<file path="src/hw/seq_ctrl_pkg.sv">
// Constants and types for the pattern trigger sequencer control block.
// Assumes a single 40 MHz system clock and an APB register port.
package seq_ctrl_pkg;
   localparam int CLK_HZ = 40_000_000;
   localparam int EXER_HALF_NS = 1000;
   localparam int EXER_CYC = (EXER_HALF_NS * (CLK_HZ / 1_000_000)) / 1000;
   localparam int LOCK_VSYNCS = 2;
   localparam int DW = 16;
   localparam int EV_W = 6;
   localparam logic [7:0] A_CTRL = 8'h00;
   localparam logic [7:0] A_STATUS = 8'h04;
   localparam logic [7:0] A_INT_ST = 8'h08;
   localparam logic [7:0] A_INT_MASK = 8'h0C;
   localparam logic [7:0] A_TOUT0 = 8'h10;
   localparam logic [7:0] A_TOUT1 = 8'h14;
   localparam logic [7:0] A_TIN0 = 8'h18;
   localparam logic [7:0] A_TIN1 = 8'h1C;
   localparam logic [7:0] A_ILL_DLY = 8'h20;
   localparam logic [7:0] A_POL = 8'h24;
   localparam logic [7:0] A_MIN_PW = 8'h28;
   localparam logic [7:0] A_ILL_UNIT = 8'h2C;
   localparam logic [7:0] A_RANGE = 8'h30;
   localparam logic [7:0] A_TIMEOUT = 8'h34;
   localparam logic [7:0] A_BATCH = 8'h38;
   localparam int C_VIDEO = 0;
   localparam int C_EXER = 1;
   localparam int C_MOD = 2;
   localparam int C_RANGE = 3;
   localparam int S_LOCKED = 0;
   localparam int S_LOST = 1;
   localparam int S_BUSY = 2;
   localparam int EV_STEP = 0;
   localparam int EV_LOST = 1;
   localparam int EV_LOCK = 2;
   localparam int EV_TIN0 = 3;
   localparam int EV_TIN1 = 4;
   localparam int EV_BDONE = 5;
   localparam int P_TOUT = 0;
   localparam int P_TIN = 2;
   localparam int P_ILL = 4;
   localparam int B_RUN = 8;
   localparam logic [7:0] POL_RST = 8'h00;
   localparam logic [15:0] MIN_PW_RST = 16'h0004;
   localparam logic [15:0] UNIT_RST = 16'h0002;
   typedef struct packed {
      logic [7:0] end_block;
      logic [7:0] start_block;
   } block_range_type;
   typedef struct packed {
      logic       last;
      logic [7:0] addr;
      logic [31:0] data;
   } batch_entry_type;
   localparam int BATCH_DEPTH = 4;
   localparam batch_entry_type BATCH_ROM [BATCH_DEPTH] = '{
      '{1'b0, A_POL, 32'h0000_0000},
      '{1'b1, A_MIN_PW, 32'h0000_0008},
      '{1'b0, A_ILL_DLY, 32'h0000_0010},
      '{1'b1, A_CTRL, 32'h0000_0001}};
endpackage

</file>
<file path="src/hw/seq_ctrl.sv">
// Pattern trigger sequencer control: video lock, trigger and illumination
// delays, modulation, block range, mirror exercise and stored batches.
// Assumes vsync and trigger pins are asynchronous; pattern and plane strobes
// come from the sequencer on clk.
`timescale 1ns/1ps
module delay_fire #(parameter int W = 16) (
   input  wire logic         clk,
   input  wire logic         sys_rst,
   input  wire logic         start,
   input  wire logic [W-1:0] delay,
   output logic              fire
);
   import seq_ctrl_pkg::*;
   typedef enum logic {D_IDLE = 1'b0, D_COUNT = 1'b1} dstate_type;
   dstate_type     state, next_state;
   logic [W-1:0]   cnt, next_cnt;
   logic           next_fire;
   always_comb begin
      next_state = state;
      next_cnt = cnt;
      next_fire = 1'b0;
      case (state)
         D_IDLE: begin
            if (start) begin
               next_state = D_COUNT;
               next_cnt = '0;
            end
         end
         D_COUNT: begin
            next_cnt = cnt + 1'b1;
            if (cnt == delay) begin
               next_fire = 1'b1;
               next_state = D_IDLE;
            end
            // A fresh start drops a fire still owed to the old pattern
            if (start) begin
               next_cnt = '0;
               next_state = D_COUNT;
               next_fire = 1'b0;
            end
         end
         default: next_state = D_IDLE;
      endcase
   end
   always_ff @(posedge clk) begin
      if (sys_rst) begin
         state <= D_IDLE;
         cnt <= '0;
         fire <= 1'b0;
      end else begin
         state <= next_state;
         cnt <= next_cnt;
         fire <= next_fire;
      end
   end
endmodule

module seq_ctrl #(
   parameter int          NBLK            = 16,
   parameter logic [31:0] TIMEOUT_DEFAULT = 32'h0020_0000,
   parameter logic [1:0]  DEFAULT_BATCH   = 2'h0,
   parameter logic        DEFAULT_EN      = 1'b1
) (
   input  wire logic              clk,
   input  wire logic              sys_rst,
   input  wire logic              psel,
   input  wire logic              penable,
   input  wire logic              pwrite,
   input  wire logic [7:0]        paddr,
   input  wire logic [31:0]       pwdata,
   output logic [31:0]            prdata,
   output logic                   pready,
   output logic                   pslverr,
   input  wire logic              vsync_pin,
   input  wire logic [1:0]        trig_in_pin,
   input  wire logic              pattern_start,
   input  wire logic              plane_start,
   input  wire logic [2:0]        plane_weight,
   output logic                   pattern_step,
   output logic                   solid_curtain,
   output logic [1:0]             trig_in_event,
   output logic [1:0]             trig_out_pin,
   output logic [2:0]             illumination_enable,
   output logic [NBLK-1:0]        block_enable,
   output logic                   exercise_phase,
   output logic                   irq
);
   import seq_ctrl_pkg::*;
   logic [31:0] ctrl, timeout;
   logic [EV_W-1:0] int_st, int_mask, ev;
   logic [DW-1:0] tout_dly [2];
   logic [DW-1:0] tin_dly [2];
   logic [DW-1:0] ill_dly, min_pw, unit;
   logic [7:0] pol;
   block_range_type active_block_range;
   // Register writes come from APB or the batch engine, never both
   logic        wr_en;
   logic [7:0]  wr_addr;
   logic [31:0] wr_data;
   logic        apb_wr, apb_acc;
   logic [1:0]  bidx, next_bidx;
   logic        busy, next_busy, bdone, next_bdone, boot, next_boot;
   assign apb_acc = psel && penable && !busy;
   assign apb_wr = apb_acc && pwrite;
   assign pready = !busy;
   assign pslverr = 1'b0;
   always_comb begin
      wr_en = apb_wr;
      wr_addr = paddr;
      wr_data = pwdata;
      if (busy) begin
         wr_en = 1'b1;
         wr_addr = BATCH_ROM[bidx].addr;
         wr_data = BATCH_ROM[bidx].data;
      end
   end
   // Batch engine: replays stored writes in order, stalling APB
   always_comb begin
      next_bidx = bidx;
      next_busy = busy;
      next_bdone = 1'b0;
      next_boot = 1'b0;
      if (boot && DEFAULT_EN) begin
         next_busy = 1'b1;
         next_bidx = DEFAULT_BATCH;
      end else if (busy) begin
         next_bidx = bidx + 1'b1;
         if (BATCH_ROM[bidx].last) begin
            next_busy = 1'b0;
            next_bdone = 1'b1;
         end
      end else if (apb_wr && paddr == A_BATCH && pwdata[B_RUN]) begin
         next_busy = 1'b1;
         next_bidx = pwdata[1:0];
      end
   end
   always_ff @(posedge clk) begin
      if (sys_rst) begin
         bidx <= 2'h0;
         busy <= 1'b0;
         bdone <= 1'b0;
         boot <= 1'b1;
      end else begin
         bidx <= next_bidx;
         busy <= next_busy;
         bdone <= next_bdone;
         boot <= next_boot;
      end
   end
   // Pin synchronisers
   logic [2:0] pin_s1, pin_s2, pin_d;
   always_ff @(posedge clk) begin
      if (sys_rst) begin
         pin_s1 <= 3'h0;
         pin_s2 <= 3'h0;
         pin_d <= 3'h0;
      end else begin
         pin_s1 <= {trig_in_pin, vsync_pin};
         pin_s2 <= pin_s1;
         pin_d <= pin_s2;
      end
   end
   logic vs_edge;
   logic [1:0] tin_lvl, tin_prev, tin_edge;
   assign vs_edge = pin_s2[0] && !pin_d[0];
   assign tin_lvl = pin_s2[2:1] ^ pol[P_TIN+:2];
   assign tin_prev = pin_d[2:1] ^ pol[P_TIN+:2];
   assign tin_edge = tin_lvl & ~tin_prev;
   // Source lock tracking
   logic [31:0] vs_timer, next_vs_timer;
   logic [1:0]  vs_cnt, next_vs_cnt;
   logic        locked, next_locked, lost_ev, lock_ev;
   always_comb begin
      next_vs_timer = vs_timer + 1'b1;
      next_vs_cnt = vs_cnt;
      next_locked = locked;
      if (vs_edge) begin
         next_vs_timer = '0;
         if (vs_cnt != 2'(LOCK_VSYNCS))
            next_vs_cnt = vs_cnt + 1'b1;
         else
            next_locked = 1'b1;
      end else if (vs_timer >= timeout) begin
         next_vs_timer = vs_timer;
         next_vs_cnt = '0;
         next_locked = 1'b0;
      end
   end
   always_ff @(posedge clk) begin
      if (sys_rst) begin
         vs_timer <= '0;
         vs_cnt <= '0;
         locked <= 1'b0;
      end else begin
         vs_timer <= next_vs_timer;
         vs_cnt <= next_vs_cnt;
         locked <= next_locked;
      end
   end
   assign lost_ev = locked && !next_locked;
   assign lock_ev = !locked && next_locked;
   assign solid_curtain = ctrl[C_VIDEO] && !locked;
   assign pattern_step = ctrl[C_VIDEO] && locked && vs_edge;
   // Trigger and illumination delays
   logic [1:0] tout_fire;
   logic       ill_fire;
   genvar g;
   generate
      for (g = 0; g < 2; g++) begin : g_trig
         delay_fire #(.W(DW)) u_tout (.clk(clk), .sys_rst(sys_rst),
            .start(pattern_start), .delay(tout_dly[g]), .fire(tout_fire[g]));
         delay_fire #(.W(DW)) u_tin (.clk(clk), .sys_rst(sys_rst),
            .start(tin_edge[g]), .delay(tin_dly[g]), .fire(trig_in_event[g]));
      end
   endgenerate
   delay_fire #(.W(DW)) u_ill (.clk(clk), .sys_rst(sys_rst),
      .start(pattern_start), .delay(ill_dly), .fire(ill_fire));
   // Modulated window: unit scaled by plane weight, floored at min_pw
   logic [1:0]    tout_raw, next_tout_raw;
   logic          ill_on, next_ill_on, ill_armed, next_ill_armed;
   logic [DW-1:0] ill_cnt, next_ill_cnt, plane_len;
   assign plane_len = (DW'(unit << plane_weight) < min_pw) ? min_pw
                    : DW'(unit << plane_weight);
   always_comb begin
      next_tout_raw = tout_raw | tout_fire;
      next_ill_on = ill_on;
      next_ill_armed = ill_armed | ill_fire;
      next_ill_cnt = ill_cnt;
      if (pattern_start) begin
         next_tout_raw = 2'b00;
         next_ill_on = 1'b0;
         next_ill_armed = 1'b0;
      end else if (!ctrl[C_MOD]) begin
         next_ill_on = ill_on | ill_fire;
         // Preload so a switch into modulation cannot cut a lit pulse short
         if (!ill_on)
            next_ill_cnt = min_pw - 1'b1;
      end else begin
         if (ill_on && ill_cnt != '0)
            next_ill_cnt = ill_cnt - 1'b1;
         else if (ill_on)
            next_ill_on = 1'b0;
         if ((ill_armed || ill_fire) && plane_start) begin
            next_ill_on = 1'b1;
            next_ill_cnt = plane_len - 1'b1;
         end
      end
   end
   always_ff @(posedge clk) begin
      if (sys_rst) begin
         tout_raw <= 2'b00;
         ill_on <= 1'b0;
         ill_armed <= 1'b0;
         ill_cnt <= '0;
      end else begin
         tout_raw <= next_tout_raw;
         ill_on <= next_ill_on;
         ill_armed <= next_ill_armed;
         ill_cnt <= next_ill_cnt;
      end
   end
   assign trig_out_pin = tout_raw ^ pol[P_TOUT+:2];
   assign illumination_enable = {3{ill_on}} ^ pol[P_ILL+:3];
   // Block range and mirror exercise; host keeps sequence stopped here
   localparam int EXW = $clog2(EXER_CYC + 1);
   logic [EXW-1:0] ex_div, next_ex_div;
   logic           next_phase;
   always_comb begin
      next_ex_div = ex_div + 1'b1;
      next_phase = exercise_phase;
      if (!ctrl[C_EXER]) begin
         next_ex_div = '0;
         next_phase = 1'b0;
      end else if (ex_div == EXW'(EXER_CYC - 1)) begin
         next_ex_div = '0;
         next_phase = !exercise_phase;
      end
   end
   always_ff @(posedge clk) begin
      if (sys_rst) begin
         ex_div <= '0;
         exercise_phase <= 1'b0;
      end else begin
         ex_div <= next_ex_div;
         exercise_phase <= next_phase;
      end
   end
   always_comb begin
      for (int i = 0; i < NBLK; i++) begin
         block_enable[i] = ctrl[C_EXER] || !ctrl[C_RANGE] ||
            (8'(i) >= active_block_range.start_block &&
             8'(i) <= active_block_range.end_block);
      end
   end
   // Register file; set beats write-one-to-clear
   assign ev = {bdone, |trig_in_event[1], trig_in_event[0], lock_ev, lost_ev,
                pattern_step};
   always_ff @(posedge clk) begin
      if (sys_rst) begin
         ctrl <= '0;
         int_st <= '0;
         int_mask <= '0;
         tout_dly <= '{default: '0};
         tin_dly <= '{default: '0};
         ill_dly <= '0;
         pol <= POL_RST;
         min_pw <= MIN_PW_RST;
         unit <= UNIT_RST;
         active_block_range <= '0;
         timeout <= TIMEOUT_DEFAULT;
      end else begin
         int_st <= (int_st & ~((wr_en && wr_addr == A_INT_ST) ?
                   wr_data[EV_W-1:0] : '0)) | ev;
         if (wr_en) begin
            case (wr_addr)
               A_CTRL: ctrl <= wr_data;
               A_INT_MASK: int_mask <= wr_data[EV_W-1:0];
               A_TOUT0: tout_dly[0] <= wr_data[DW-1:0];
               A_TOUT1: tout_dly[1] <= wr_data[DW-1:0];
               A_TIN0: tin_dly[0] <= wr_data[DW-1:0];
               A_TIN1: tin_dly[1] <= wr_data[DW-1:0];
               A_ILL_DLY: ill_dly <= wr_data[DW-1:0];
               A_POL: pol <= wr_data[7:0];
               A_MIN_PW: min_pw <= wr_data[DW-1:0];
               A_ILL_UNIT: unit <= wr_data[DW-1:0];
               A_RANGE: active_block_range <= wr_data[15:0];
               A_TIMEOUT: timeout <= wr_data;
               default: ;
            endcase
         end
      end
   end
   always_comb begin
      prdata = '0;
      if (apb_acc && !pwrite) begin
         case (paddr)
            A_CTRL: prdata = ctrl;
            A_STATUS: prdata = 32'({busy, solid_curtain, locked});
            A_INT_ST: prdata = 32'(int_st);
            A_INT_MASK: prdata = 32'(int_mask);
            A_TOUT0: prdata = 32'(tout_dly[0]);
            A_TOUT1: prdata = 32'(tout_dly[1]);
            A_TIN0: prdata = 32'(tin_dly[0]);
            A_TIN1: prdata = 32'(tin_dly[1]);
            A_ILL_DLY: prdata = 32'(ill_dly);
            A_POL: prdata = 32'(pol);
            A_MIN_PW: prdata = 32'(min_pw);
            A_ILL_UNIT: prdata = 32'(unit);
            A_RANGE: prdata = 32'(active_block_range);
            A_TIMEOUT: prdata = timeout;
            A_BATCH: prdata = 32'(bidx);
            default: prdata = '0;
         endcase
      end
   end
   assign irq = |(int_st & int_mask);

   logic [DW-1:0] hi_cnt;
   always_ff @(posedge clk) begin
      if (sys_rst || !ill_on)
         hi_cnt <= '0;
      else
         hi_cnt <= hi_cnt + 1'b1;
   end
endmodule

</file>
<file path="config.mk">
export PLATFORM = sky130hd
export DESIGN_NAME = seq_ctrl
export DESIGN_NICKNAME = d
export VERILOG_FILES = /design/src/hw/seq_ctrl_pkg.sv /design/src/hw/seq_ctrl.sv
export SDC_FILE = /design/constraint.sdc
export NUM_CORES = 1
export LEC_CHECK = 0
export BUFFER_PORTS_ARGS = -buffer_cell sky130_fd_sc_hd__buf_2
export CORE_AREA = 2 2 240 242
export CTS_CLUSTER_DIAMETER = 80
export DETAILED_ROUTE_END_ITERATION = 8
export DIE_AREA = 0 0 242 244
export GPL_ROUTABILITY_DRIVEN = 0
export PLACE_DENSITY = 0.52
export SLEW_MARGIN = 10
export SYNTH_ARGS = -nofsm -noshare
export SYNTH_HDL_FRONTEND = slang
export SYNTH_SLANG_ARGS = --single-unit
</file>
<file path="constraint.sdc">
create_clock -name clk -period 4.45 [get_ports clk]
set_input_delay 0.6675 -clock clk [delete_from_list [all_inputs] [get_ports clk]]
set_output_delay 0.6675 -clock clk [all_outputs]
set_load 0.03 [all_outputs]
</file>
* Word-level counts from Yosys, hierarchy flattened
Index checks and enable logic that the tools add are counted.
Widths: inputs -> output; s select.
** Cells by class
- Add/sub/neg operators :: 12
- $lt $le $gt $ge :: 35
- Equality and inequality tests :: 42
- Shifts and indexed selects :: 1
- Multiplexer cells :: 67
- Bitwise gates (word level) :: 22
- Reductions and logical operators :: 87
** Operators with widths (count)
- $pmux 32 s15 :: 1
- $mux 16 :: 13
- $pmux 16 s2 :: 5
- $eq 8x6->1 const B :: 13
- $bmux 41 s2 :: 1
- $mux 41 :: 2
- $add 16x1->16 const B :: 5
- $eq 16x16->1 :: 5
- $eq 8x5->1 const B :: 8
- $ge 4x8->1 const A :: 8
- $le 4x8->1 const A :: 8
- $mux 32 :: 2
- $sub 16x1->16 const B :: 3
- $add 32x1->32 const B :: 1
- $eq 8x4->1 const B :: 4
- $ge 3x8->1 const A :: 4
- $ge 32x32->1 :: 1
- $le 3x8->1 const A :: 4
- $logic_and 1x1->1 :: 31
- $mux 1 :: 31
- $reduce_and 2->1 :: 13
- $reduce_or 3->1 :: 7
- $logic_or 1x1->1 :: 18
- $ge 1x8->1 const A :: 2
- 36 further kinds :: 76
** Word-level totals
- Register bits :: 378
- Bits of input ports :: 53
- Output and inout port bits :: 61

* Logic depth before layout (Yosys ltp)
Gate-level depths: netlist of the first run.
- Depth in word-level cells :: 11
- Depth in mapped cells :: 16
- Mapped depth without buffers :: 15

* By module
A second synthesis of the first run with hierarchy kept.
** Unflattened totals
- Cells, all modules :: 2427
- Area total of the unflattened synthesis :: 20016.7 um2
** By module, submodules not included
- seq_ctrl :: times used 1, cells an instance 1877, area an instance 15105.7 um2, seq. area each 5765.5 um2
- delay_fire :: times used 5, cells an instance 110, area an instance 982.2 um2, seq. area each 360.3 um2

* Worst setup path before layout of the first run
OpenSTA, ideal clock, no wires.
- Path kind :: in2reg
- From :: input port plane_weight[1]
- To :: register ill_cnt[10]
- Library setup time :: 91 ps
- Data arrival time :: 4633 ps
- Slack :: -274 ps
- Stages on the path :: 16
- Path through :: buf_2 clkbuf_1 mux4_2 nand2_1 o21ai_0 ha_1 and3_1 a221oi_1 a311o_1 a21oi_1 a222oi_1 ha_1 o21ai_0 nor2_1 nand4_1 a311oi_1
** Between the ends
- Longest elaborated chain between the ends :: 6
** RTL lines
- from (decl) :: line seq_ctrl.sv:78 : input wire logic [2:0] plane_weight,
- $shl 16x3->16 (*) :: line seq_ctrl.sv:222, seq_ctrl.sv:223
- $lt 16x16->1 :: line seq_ctrl.sv:222 : assign plane_len = (DW'(unit << plane_weight) < min_pw) ? min_pw
- $mux 16 (*) :: line seq_ctrl.sv:222
- $sub 16x1->16 (*) :: line seq_ctrl.sv:245 : next_ill_cnt = plane_len - 1'b1;
- $mux 16 (*) :: line seq_ctrl.sv:243 : if ((ill_armed || ill_fire) && plane_start) begin
- $mux 16 (*) :: line seq_ctrl.sv:233 : end else if (!ctrl[C_MOD]) begin
- to (signal assigned) :: line seq_ctrl.sv:259 : ill_cnt <= next_ill_cnt;
- to (decl) :: line seq_ctrl.sv:221 : logic [DW-1:0] ill_cnt, next_ill_cnt, plane_len;
Mark *: on every way between the ends. The rest lies on a longest branch, timed or not.
A chain may end at the register's enable or synchronous reset.

* Worst setup path after layout of the first run
- From :: input port plane_weight[0]
- To :: register ill_cnt[10]
Same word-level chain as after synthesis.

==> metrics, run 1 <==
status completed; post-synthesis simple-gate area fraction 21.5%; Worst EP required 4950 ps; number of iterations in the first detailed-routing pass 6; fin nets 2601; total global routing overflow 0; WL per Instance 21.5 um; CTS max path bufs 3; hpwl dp 51600 um; Syn Nets 2498; CTS Buf Count 45; largest family of logic cells by synthesized area simple AND/OR/NAND/NOR gates; Cells after Synth 2385; Fin. Hold Viols 0; Cell Area, Synth 0.0196 mm2; Final Max Slew Viols 0; Seq cells post-synth 378; main flop type after synthesis dfxtp_1; cell area after layout 0.0229 mm2; # port buffers 112; CP dominant cell by count buf_4; hold buffers post-CTS 0; Peak VDD IR 0.233 mV; post-place setup slack -254 ps; CP max-delay cell o311ai_0; final worst slack 256 ps; XOR/XNOR share of the synthesized area 7.03%; Avg Vias per Cell 5.60; RSZ-0062 raised after global routing false; Worst EP arrival 4690 ps; Least-Margin Pin Slew 1210 ps; clock root cell clkbuf_16; Clock Sinks 378; Max Fanout on Critical Path 11; Core ar. 0.0562 mm2; Worst path max stage delay 630 ps; Post-route DRC 0; clock insertion delay at the later pin of the skew report 590 ps; Post-synth ARST share 0%; min Tclk post-route 4190 ps; Total GRT Usage 23.1%; largest net degree at the start of global routing 77; Sum Neg Setup Slack 0 ps; CP Cell Sequence buf_2 > buf_4 > buf_4 > o311ai_0 > ha_1 > and3_1 > a221oi_2 > a311o_1 > a21oi_1 > a222oi_1 > ha_2 > o21ai_0 > nor2_1 > nand4_1 > a311oi_1; Final ANT Viol Nets 0; area added between synthesis and finish 17.1%; Critical Path Sink Type flip-flop; Routed Wire Length 70500 um; critical path depth in cells 15; Worst Hold Path Cells 2; cts repair resizes 0; Leakage 8.85 nW; Core Util, Final 40.8%; critical path class input port to flip-flop; number of top-level pins 114; vias in the first global route 17.1k; worst rel slew slack 19.4%; Critical Path Source Type input port; pwr/cell area 350 mW/mm2; CP delay by family, top compound AO/OA/AOI/OAI gates; f_max 0.238 GHz; compound-gate portion of the synthesized area 18.0%; Reg2Reg Depth 13; Mean Syn Cell Area 8.20 um2; CTS tree yes; Post-synth EDFFs 0; via count 18.4k; HP Class input port to flip-flop; sequential share of the synthesized area 38.7%; die height 244 um; final critical-path share of the clock period 94.2%; antenna violations before repair 3; post-synthesis mux area share 6.73%; H-tree depth 2; DRT iter0 DRCs 1590; Synth Area in Adders 3.84%; Die Area 0.0590 mm2; Die Width 242 um; MaxCap Viol Count 0; Rows 87; layout cells sized above 1 13.4%; DP Area 0.0213 mm2; clock skew 26.1 ps; initial core utilization 34.8%; CTS clk-pin slew, worst paths 60 ps; first-pass GRT wire length 106000 um; Post CTS Setup Buffer Count 0; Yosys cell types 73; Final Setup Violations 0; synth warn 0; Crit path buffers/inverters 3
[layout make-up]
cell class / instances / area (um2)
Inverter: 69 / 259
Timing Repair Buffer: 205 / 1280
Clock inverter: 16 / 270
Fill cell: 5723 / 33300
Multi-Input combinational cell: 1789 / 11200
Antenna cell: 2 / 5.00
Clock buffer: 64 / 1360
Tap cell: 756 / 946
Sequential cell: 378 / 7570
[report_power, final]
part           internal [mW]  total [mW]  switching (mW)
clock                   2.53        4.08            1.55
sequential              3.41        3.46          0.0438
combinational          0.163       0.480           0.317
[Yosys cell counts, types with 6 or more instances]
cell type | instances | area, um2
a41o_1 | 6 | 60.1
nor2b_1 | 46 | 288
or2_2 | 7 | 43.8
a222oi_1 | 9 | 90.1
inv_1 | 69 | 259
and2_1 | 7 | 43.8
o211ai_1 | 6 | 45.0
mux2i_1 | 109 | 1090
nor4_1 | 28 | 175
mux2_2 | 6 | 67.6
mux4_2 | 7 | 158
a211oi_1 | 43 | 323
nand3_1 | 44 | 220
nand3b_1 | 6 | 45.0
o21ai_0 | 67 | 335
clkbuf_1 | 135 | 507
and4_1 | 6 | 52.6
xnor2_1 | 38 | 333
and3_1 | 31 | 194
a221oi_1 | 35 | 307
a21o_1 | 16 | 120
a21oi_1 | 168 | 841
a31oi_1 | 29 | 181
dfxtp_1 | 378 | 7570
o21a_1 | 7 | 52.6
a31o_2 | 10 | 87.6
o31ai_1 | 9 | 67.6
nor3_1 | 20 | 100
nor2_1 | 331 | 1240
nand2_1 | 296 | 1110
nand2b_1 | 11 | 68.8
a22oi_1 | 42 | 315
buf_1 | 8 | 30.0
ha_1 | 60 | 751
a22o_1 | 28 | 245
nand4_1 | 46 | 288
xor2_1 | 119 | 1040
or3_1 | 35 | 219
[cells by family after synthesis]
| family | Yosys count |
|---|---|
| mux | 122 |
| xor+xnor | 157 |
| compound gates | 522 |
| buf+inv | 218 |
| simple gates | 927 |
| fa+ha+maj | 60 |
| flops | 378 |
| other cells | 1 |
[metal layers]
| layer | wire length, um | vias to the layer above | share of wire [%] | GRT usage (%) |
|---|---|---|---|---|
| met5 | 20 | - | 0.028 | 0 |
| met4 | 2420 | 4 | 3.4 | 8.22 |
| met3 | 4970 | 139 | 7.1 | 4.04 |
| met2 | 31500 | 718 | 45 | 36.7 |
| met1 | 31500 | 8836 | 45 | 31.5 |
| li1 | - | 8667 | - | - |
[flip-flops by register name, summed over array words and instances (netlist names), 8 cells and up]
signal and count:
timeout 32, pol 8, tout_dly 32, unit 16, g_trig.u_tout.cnt 32, u_ill.cnt 16
active_block_range 16, vs_timer 32, ctrl 32, g_trig.u_tin.cnt 32, ill_cnt 16, ill_dly 16
tin_dly 32, min_pw 16
[cell usage in the layout, fill, tap and decap left out, types with 7 or more instances in the layout]
master and instances:
a211oi_1 42, a21o_1 16, a21oi_1 168, a221oi_1 33
a222oi_1 9, a22o_1 28, a22oi_1 42, a31o_2 10
a31oi_1 29, and2_1 7, and3_1 31, buf_2 111
buf_4 92, bufinv_16 7, clkbuf_16 47, clkbuf_8 13
dfxtp_1 377, ha_1 59, inv_1 69, mux2i_1 109
mux4_2 7, nand2_1 296, nand2b_1 11, nand3_1 44
nand4_1 46, nor2_1 326, nor2b_1 43, nor3_1 18
nor4_1 28, o21a_1 7, o21ai_0 67, o31ai_1 9
or2_2 7, or3_1 35, xnor2_1 38, xor2_1 119
[path summary, 6_finish.rpt]
check,start,to,slack [ps]
min reg2reg,g_trig[1].u_tout.fire,tout_raw[1],440
max reg2reg,unit[4],ill_cnt[10],260
max,plane_weight[0],ill_cnt[10],260
min,trig_in_pin[1],pin_s1[2],290
[per-stage QoR]
stage,std cells,power (mW),hold WS [ps]
4_1_cts,3277,8.07,266
3_3_place_gp,3197,3.99,425
2_1_floorplan,2385,3.80,411
3_5_place_dp,3197,4.00,430
5_1_grt,3277,8.25,281
6_report,3279,8.02,290
Power figures use the tool's default switching activity.
==> run 2: changes to the inputs <==
--- a/config.mk
+++ b/config.mk
@@ -11,7 +11,7 @@
 export DETAILED_ROUTE_END_ITERATION = 8
 export DIE_AREA = 0 0 242 244
 export GPL_ROUTABILITY_DRIVEN = 0
-export PLACE_DENSITY = 0.52
+export PLACE_DENSITY = 0.5
 export SLEW_MARGIN = 10
 export SYNTH_ARGS = -nofsm -noshare
 export SYNTH_HDL_FRONTEND = slang
==> constraint.sdc (replaced) <==
create_clock -name clk -period 4.1 [get_ports clk]
set_input_delay 0.615 -clock clk [delete_from_list [all_inputs] [get_ports clk]]
set_output_delay 0.615 -clock clk [all_outputs]
set_load 0.03 [all_outputs]
==> metrics, run 2 (synthesis results as in run 1) <==
status completed; initial core utilization 34.8%; Routed Wire Length 72600 um; number of top-level pins 114; commonest non-fill, non-tap cells in the layout 376 x dfxtp_1, 325 x nor2_1, 296 x nand2_1; Leakage 8.85 nW; Top Usage Layer GRT met2; Least-Margin Pin Slew 1140 ps; Reg2Reg Setup Slack 200 ps; hold buffers post-CTS 0; largest net degree at the start of global routing 84; Core ar. 0.0562 mm2; RSZ-0062 raised after global routing false; fin nets 2618; clock skew 16.9 ps; Hold WS 253 ps; Critical Path Source Type flip-flop; M2 GR Usage 36.6%; Final Max Slew Viols 0; Fin. Hold Viols 0; pwr/cell area 358 mW/mm2; Core Util, Final 40.7%; CTS tree yes; clock share of power 47.5%; first-pass GRT wire length 110000 um; commonest non-fill, non-tap cell in the layout dfxtp_1; dpl cells 3214; DP Area 0.0214 mm2; critical path class flip-flop to flip-flop; Layout Cells excl Fill 3290; # port buffers 112; Rows 87; met1 Usage GRT 33.6%; via count 18.3k; layout cells sized above 1 14.1%; clock root cell clkbuf_16; Fill cells 5730; Final ANT Viol Nets 0; Worst EP required 4550 ps; Die Width 242 um; net switching power 1.99 mW; f_max 0.257 GHz; WL per Instance 22.1 um; final critical-path share of the clock period 95.0%; Die Area 0.0590 mm2; CTS clk-pin slew, worst paths 60 ps; worst rel slew slack 23.6%; Worst EP arrival 4350 ps; Max Fanout on Critical Path 5; MaxCap Viol Count 0; sw frac 24.3%; Post-route DRC 0; antenna violations before repair 1; CTS max path bufs 3; DRT iter0 DRCs 1937; hpwl dp 53000 um; Peak VDD IR 0.302 mV; Gate power share 6.7%; Reg power frac 45.8%; Clock Sinks 378; Final Total Pwr 8.18 mW; total global routing overflow 0; min Tclk post-route 3900 ps; CTS Buf Count 44; area added between synthesis and finish 16.8%; number of iterations in the first detailed-routing pass 7; H-tree depth 2; Avg Vias per Cell 5.57; vias in the first global route 17.3k; P_int 6.19 mW; HP Class input port to flip-flop; die height 244 um; clock insertion delay at the later pin of the skew report 580 ps; grt met3 use 4.68%; Final Setup Violations 0; Critical Path Sink Type flip-flop; cell area after layout 0.0228 mm2; Total GRT Usage 24.2%
run 2: cell count changes in the layout (fill, tap and decap cells not counted), sizes merged:
| cell | change |
|---|---|
| bufinv | -6 |
| clkinvlp | -3 |
| clkbuf | +5 |
| inv | -2 |
| buf | +18 |
| clkinv | -1 |
run 2: path summary, 6_finish.rpt:
path         cells after the start      start           to
max reg2reg                     14    unit[3]  ill_cnt[15]
max                             14    unit[3]  ill_cnt[15]
min                              2  vsync_pin    pin_s1[0]
min reg2reg                      1  pin_s1[0]    pin_s2[0]
run 2: cell type report:
| cell class | instances | area, um2 | area share (%) |
|---|---|---|---|
| flip-flops and latches | 378 | 7570 | 33.1 |
| clock inverters | 4 | 45.0 | 0.197 |
| diodes | 2 | 5.00 | 0.0219 |
| inverters | 69 | 259 | 1.13 |
| repair buffers | 223 | 1420 | 6.19 |
| clock buffers | 69 | 1360 | 5.94 |
| multi-input cells | 1789 | 11300 | 49.2 |
| well taps | 756 | 946 | 4.14 |
run 2: timing repair:
item                       4_1_cts  5_1_grt
buffers inserted                 0        1
setup endpoints to repair        0        7
gates resized for setup          0        2
hold endpoints to repair         0        0
run 2: metrics by stage:
step	worst slack, ps	TNS (ps)
floorplan	-68.8	-103
CTS	201	0
global route	7.46	0
finish	203	0
global placement	-225	-1970
detailed placement	-333	-3280
run 2: routing by layer:
layer  up-vias  routed length [um]
met3       138                6010
met4         2                2870
li1       8685                   -
met2       745               31400
met5         -                  16
met1      8764               32300
run 2: power groups by stage:
| stage | logic (mW) | clock network (mW) | registers, mW |
|---|---|---|---|
| after detailed placement | 0.539 | 0 | 3.83 |
| after floorplan | 0.323 | 0 | 3.80 |
| after global placement | 0.534 | 0 | 3.83 |
| after global routing | 0.588 | 4.13 | 3.75 |
| final | 0.550 | 3.88 | 3.75 |
| after CTS | 0.542 | 3.96 | 3.74 |
run 2: critical path: stages, from the launching register on:
cell,delay (ps)
dfxtp_1,530
mux2_2,260
nor3b_1,50
a221oi_1,350
ha_1,310
or2_2,300
a221oi_2,310
a311o_1,250
a21oi_2,80
a222oi_1,420
buf_4,200
o211ai_2,130
nor2_1,200
a311oi_1,120
a221o_1,260
==> run 3: changes to the inputs <==
--- a/config.mk
+++ b/config.mk
@@ -6,13 +6,14 @@
 export NUM_CORES = 1
 export LEC_CHECK = 0
 export BUFFER_PORTS_ARGS = -buffer_cell sky130_fd_sc_hd__buf_2
-export CORE_AREA = 2 2 240 242
+export CORE_AREA = 2 2 243 245
 export CTS_CLUSTER_DIAMETER = 80
 export DETAILED_ROUTE_END_ITERATION = 8
-export DIE_AREA = 0 0 242 244
+export DIE_AREA = 0 0 245 247
 export GPL_ROUTABILITY_DRIVEN = 0
 export PLACE_DENSITY = 0.5
 export SLEW_MARGIN = 10
 export SYNTH_ARGS = -nofsm -noshare
 export SYNTH_HDL_FRONTEND = slang
+export SYNTH_HIERARCHICAL = 1
 export SYNTH_SLANG_ARGS = --single-unit
==> metrics, run 3 <==
status completed; antenna cells 0; vias in the first global route 18.4k; commonest non-fill, non-tap cells in the layout 371 x dfxtp_1, 301 x nor2_1, 263 x nand2_1; Rows 89; # port buffers 112; Max Fanout on Critical Path 7; count leader, synth dfxtp_1; via count 19.5k; synth warn 6; Final Total Pwr 8.51 mW; post-place setup slack -418 ps; clock root cell clkbuf_16; Final Max Slew Viols 0; Seq cells post-synth 378; number of top-level pins 114; met1 Usage GRT 32.6%; Yosys cell types 81; Post-synth EDFFs 0; Yosys top cell by area dfxtp_1; Syn Nets 2539; cell area after layout 0.0237 mm2; hpwl dp 55500 um; DP Area 0.0220 mm2; sw frac 25.2%; commonest non-fill, non-tap cell in the layout dfxtp_1; Critical Path Sink Type flip-flop; Synth area leaders dfxtp_1 38%, nor2_1 5.7%, mux2i_1 5.1%, a21oi_1 5.0%, nand2_1 4.9%; Core Util, Final 40.8%; Reg2Reg Depth 13; layout cells sized above 1 14.9%; Setup crit start unit[3]; area added between synthesis and finish 18.6%; M2 GR Usage 40.7%; H-tree depth 2; Worst EP required 4580 ps; worst rel slew slack 28.0%; min Tclk post-route 3900 ps; Final Setup Violations 0; Critical Path Source Type flip-flop; antenna violations before repair 1; MaxCap Viol Count 0; Reg power frac 44.0%; clock skew 48.5 ps; die height 247 um; Top Usage Layer GRT met2; net switching power 2.14 mW; Post-synth ARST share 0%; number of iterations in the first detailed-routing pass 6; Final ANT Viol Nets 0; dpl cells 3296; Cells after Synth 2427; f_max 0.256 GHz; critical path class flip-flop to flip-flop; Worst EP arrival 4380 ps; largest net degree at the start of global routing 93; main flop type after synthesis dfxtp_1; P_int 6.37 mW; Avg Vias per Cell 5.77; Cell Area, Synth 0.0200 mm2; share of the synthesized area in the top cell type 37.8%; Worst Setup EP ill_cnt[15]; initial core utilization 34.4%; WL per Instance 22.6 um; end of the worst register-to-register path ill_cnt[15]; sequential share of the synthesized area 37.8%; Total GRT Usage 24.6%; HP Class input port to flip-flop; pwr/cell area 359 mW/mm2; Die Width 245 um; CTS max path bufs 3; CTS tree yes; Gate power share 6.2%; CTS Buf Count 47; Routed Wire Length 76500 um; top post-synthesis cells by count 378 x dfxtp_1, 306 x nor2_1, 263 x nand2_1; Fin. Hold Viols 0; Clock Sinks 378; first-pass GRT wire length 115000 um; Post-route DRC 0; Least-Margin Pin Slew 1080 ps; DRT iter0 DRCs 1875; clock share of power 49.8%; Core ar. 0.0582 mm2; clock insertion delay at the later pin of the skew report 620 ps; Die Area 0.0605 mm2; Layout Cells excl Fill 3383; CTS clk-pin slew, worst paths 60 ps; Leakage 8.65 nW; final critical-path share of the clock period 95.2%; fin nets 2690; final worst slack 196 ps; Reg2Reg Setup Slack 200 ps; FF-to-FF Start unit[3]; Mean Syn Cell Area 8.25 um2; total global routing overflow 0; Peak VDD IR 0.326 mV; grt met3 use 3.23%
[run 3: changes by cell type after synthesis, sizes merged, moves of 15 or more]
cell	previous run	this run
a21oi	168	202
a31oi	30	15
clkbuf	135	118
nand2	296	263
nand4	46	73
nor2	331	307
o31ai	10	37
or4	5	32
xnor2	38	108
xor2	119	32
[run 3: logic make-up after synthesis]
family          synth area share (%)
simple gates                    23.5
compound gates                  18.7
flops                           37.8
buf+inv                         4.24
xor+xnor                        6.13
mux                             5.91
fa+ha+maj                       3.74
other cells                   0.0187
[run 3: worst min path at each step]
stage          cells past startpoint  slack [ps]     endpoint                   from
2_1_floorplan                      1         410  tout_raw[0]  g_trig[0].u_tout/fire
3_3_place_gp                       1         420    ex_div[0]              ex_div[0]
3_5_place_dp                       1         430    pin_s2[2]              pin_s1[2]
4_1_cts                            2         230    pin_s1[1]         trig_in_pin[0]
5_1_grt                            2         240    pin_s1[1]         trig_in_pin[0]
6_report                           2         250    pin_s1[1]         trig_in_pin[0]
[run 3: worst max-delay path: stages (launching register included)]
cell       delay, ps
dfxtp_4          380
mux4_2           490
a22o_1           280
ha_1             290
a21oi_1          180
o21ai_2          110
a2111oi_0        560
buf_4            220
nor3_2            50
nor2_2           260
a221o_1          240
nand4_1          120
o311a_1          380
a211o_1          220
[run 3: layer usage]
layer | up-vias | part of all wire (%)
met5 | - | 0
met4 | 0 | 4.0
met3 | 160 | 6.4
met2 | 761 | 46
met1 | 9520 | 44
li1 | 9078 | -
[run 3: what timing repair did]
action                     CTS  global route
setup endpoints to repair    1            10
gates resized for setup      1            27
setup buffers                0             4
hold buffers                 0             0
cloned                       0             1
pin swaps                    0            12
[run 3: area by class of cell]
cell class | count | area (um2)
Clock buffer | 68 | 1350
Timing Repair Buffer | 237 | 1570
Sequential cell | 378 | 7580
Inverter | 81 | 308
Tap cell | 773 | 967
Clock inverter | 13 | 214
Fill cell | 5850 | 34500
Multi-Input combinational cell | 1833 | 11700
[run 3: power by group through the flow]
stage,Combinational [mW],Clock (mW),Sequential [mW]
floorplan,0.298,0,3.80
detailed placement,0.510,0,3.83
CTS,0.513,4.31,3.75
finish,0.528,4.23,3.75
global placement,0.503,0,3.83
global route,0.567,4.46,3.75
[run 3: stage by stage]
step	hold WS, ps	TNS (ps)
floorplan	405	-226
global placement	425	-2650
global route	242	-6.46
CTS	233	0
detailed placement	433	-4090
finish	254	0
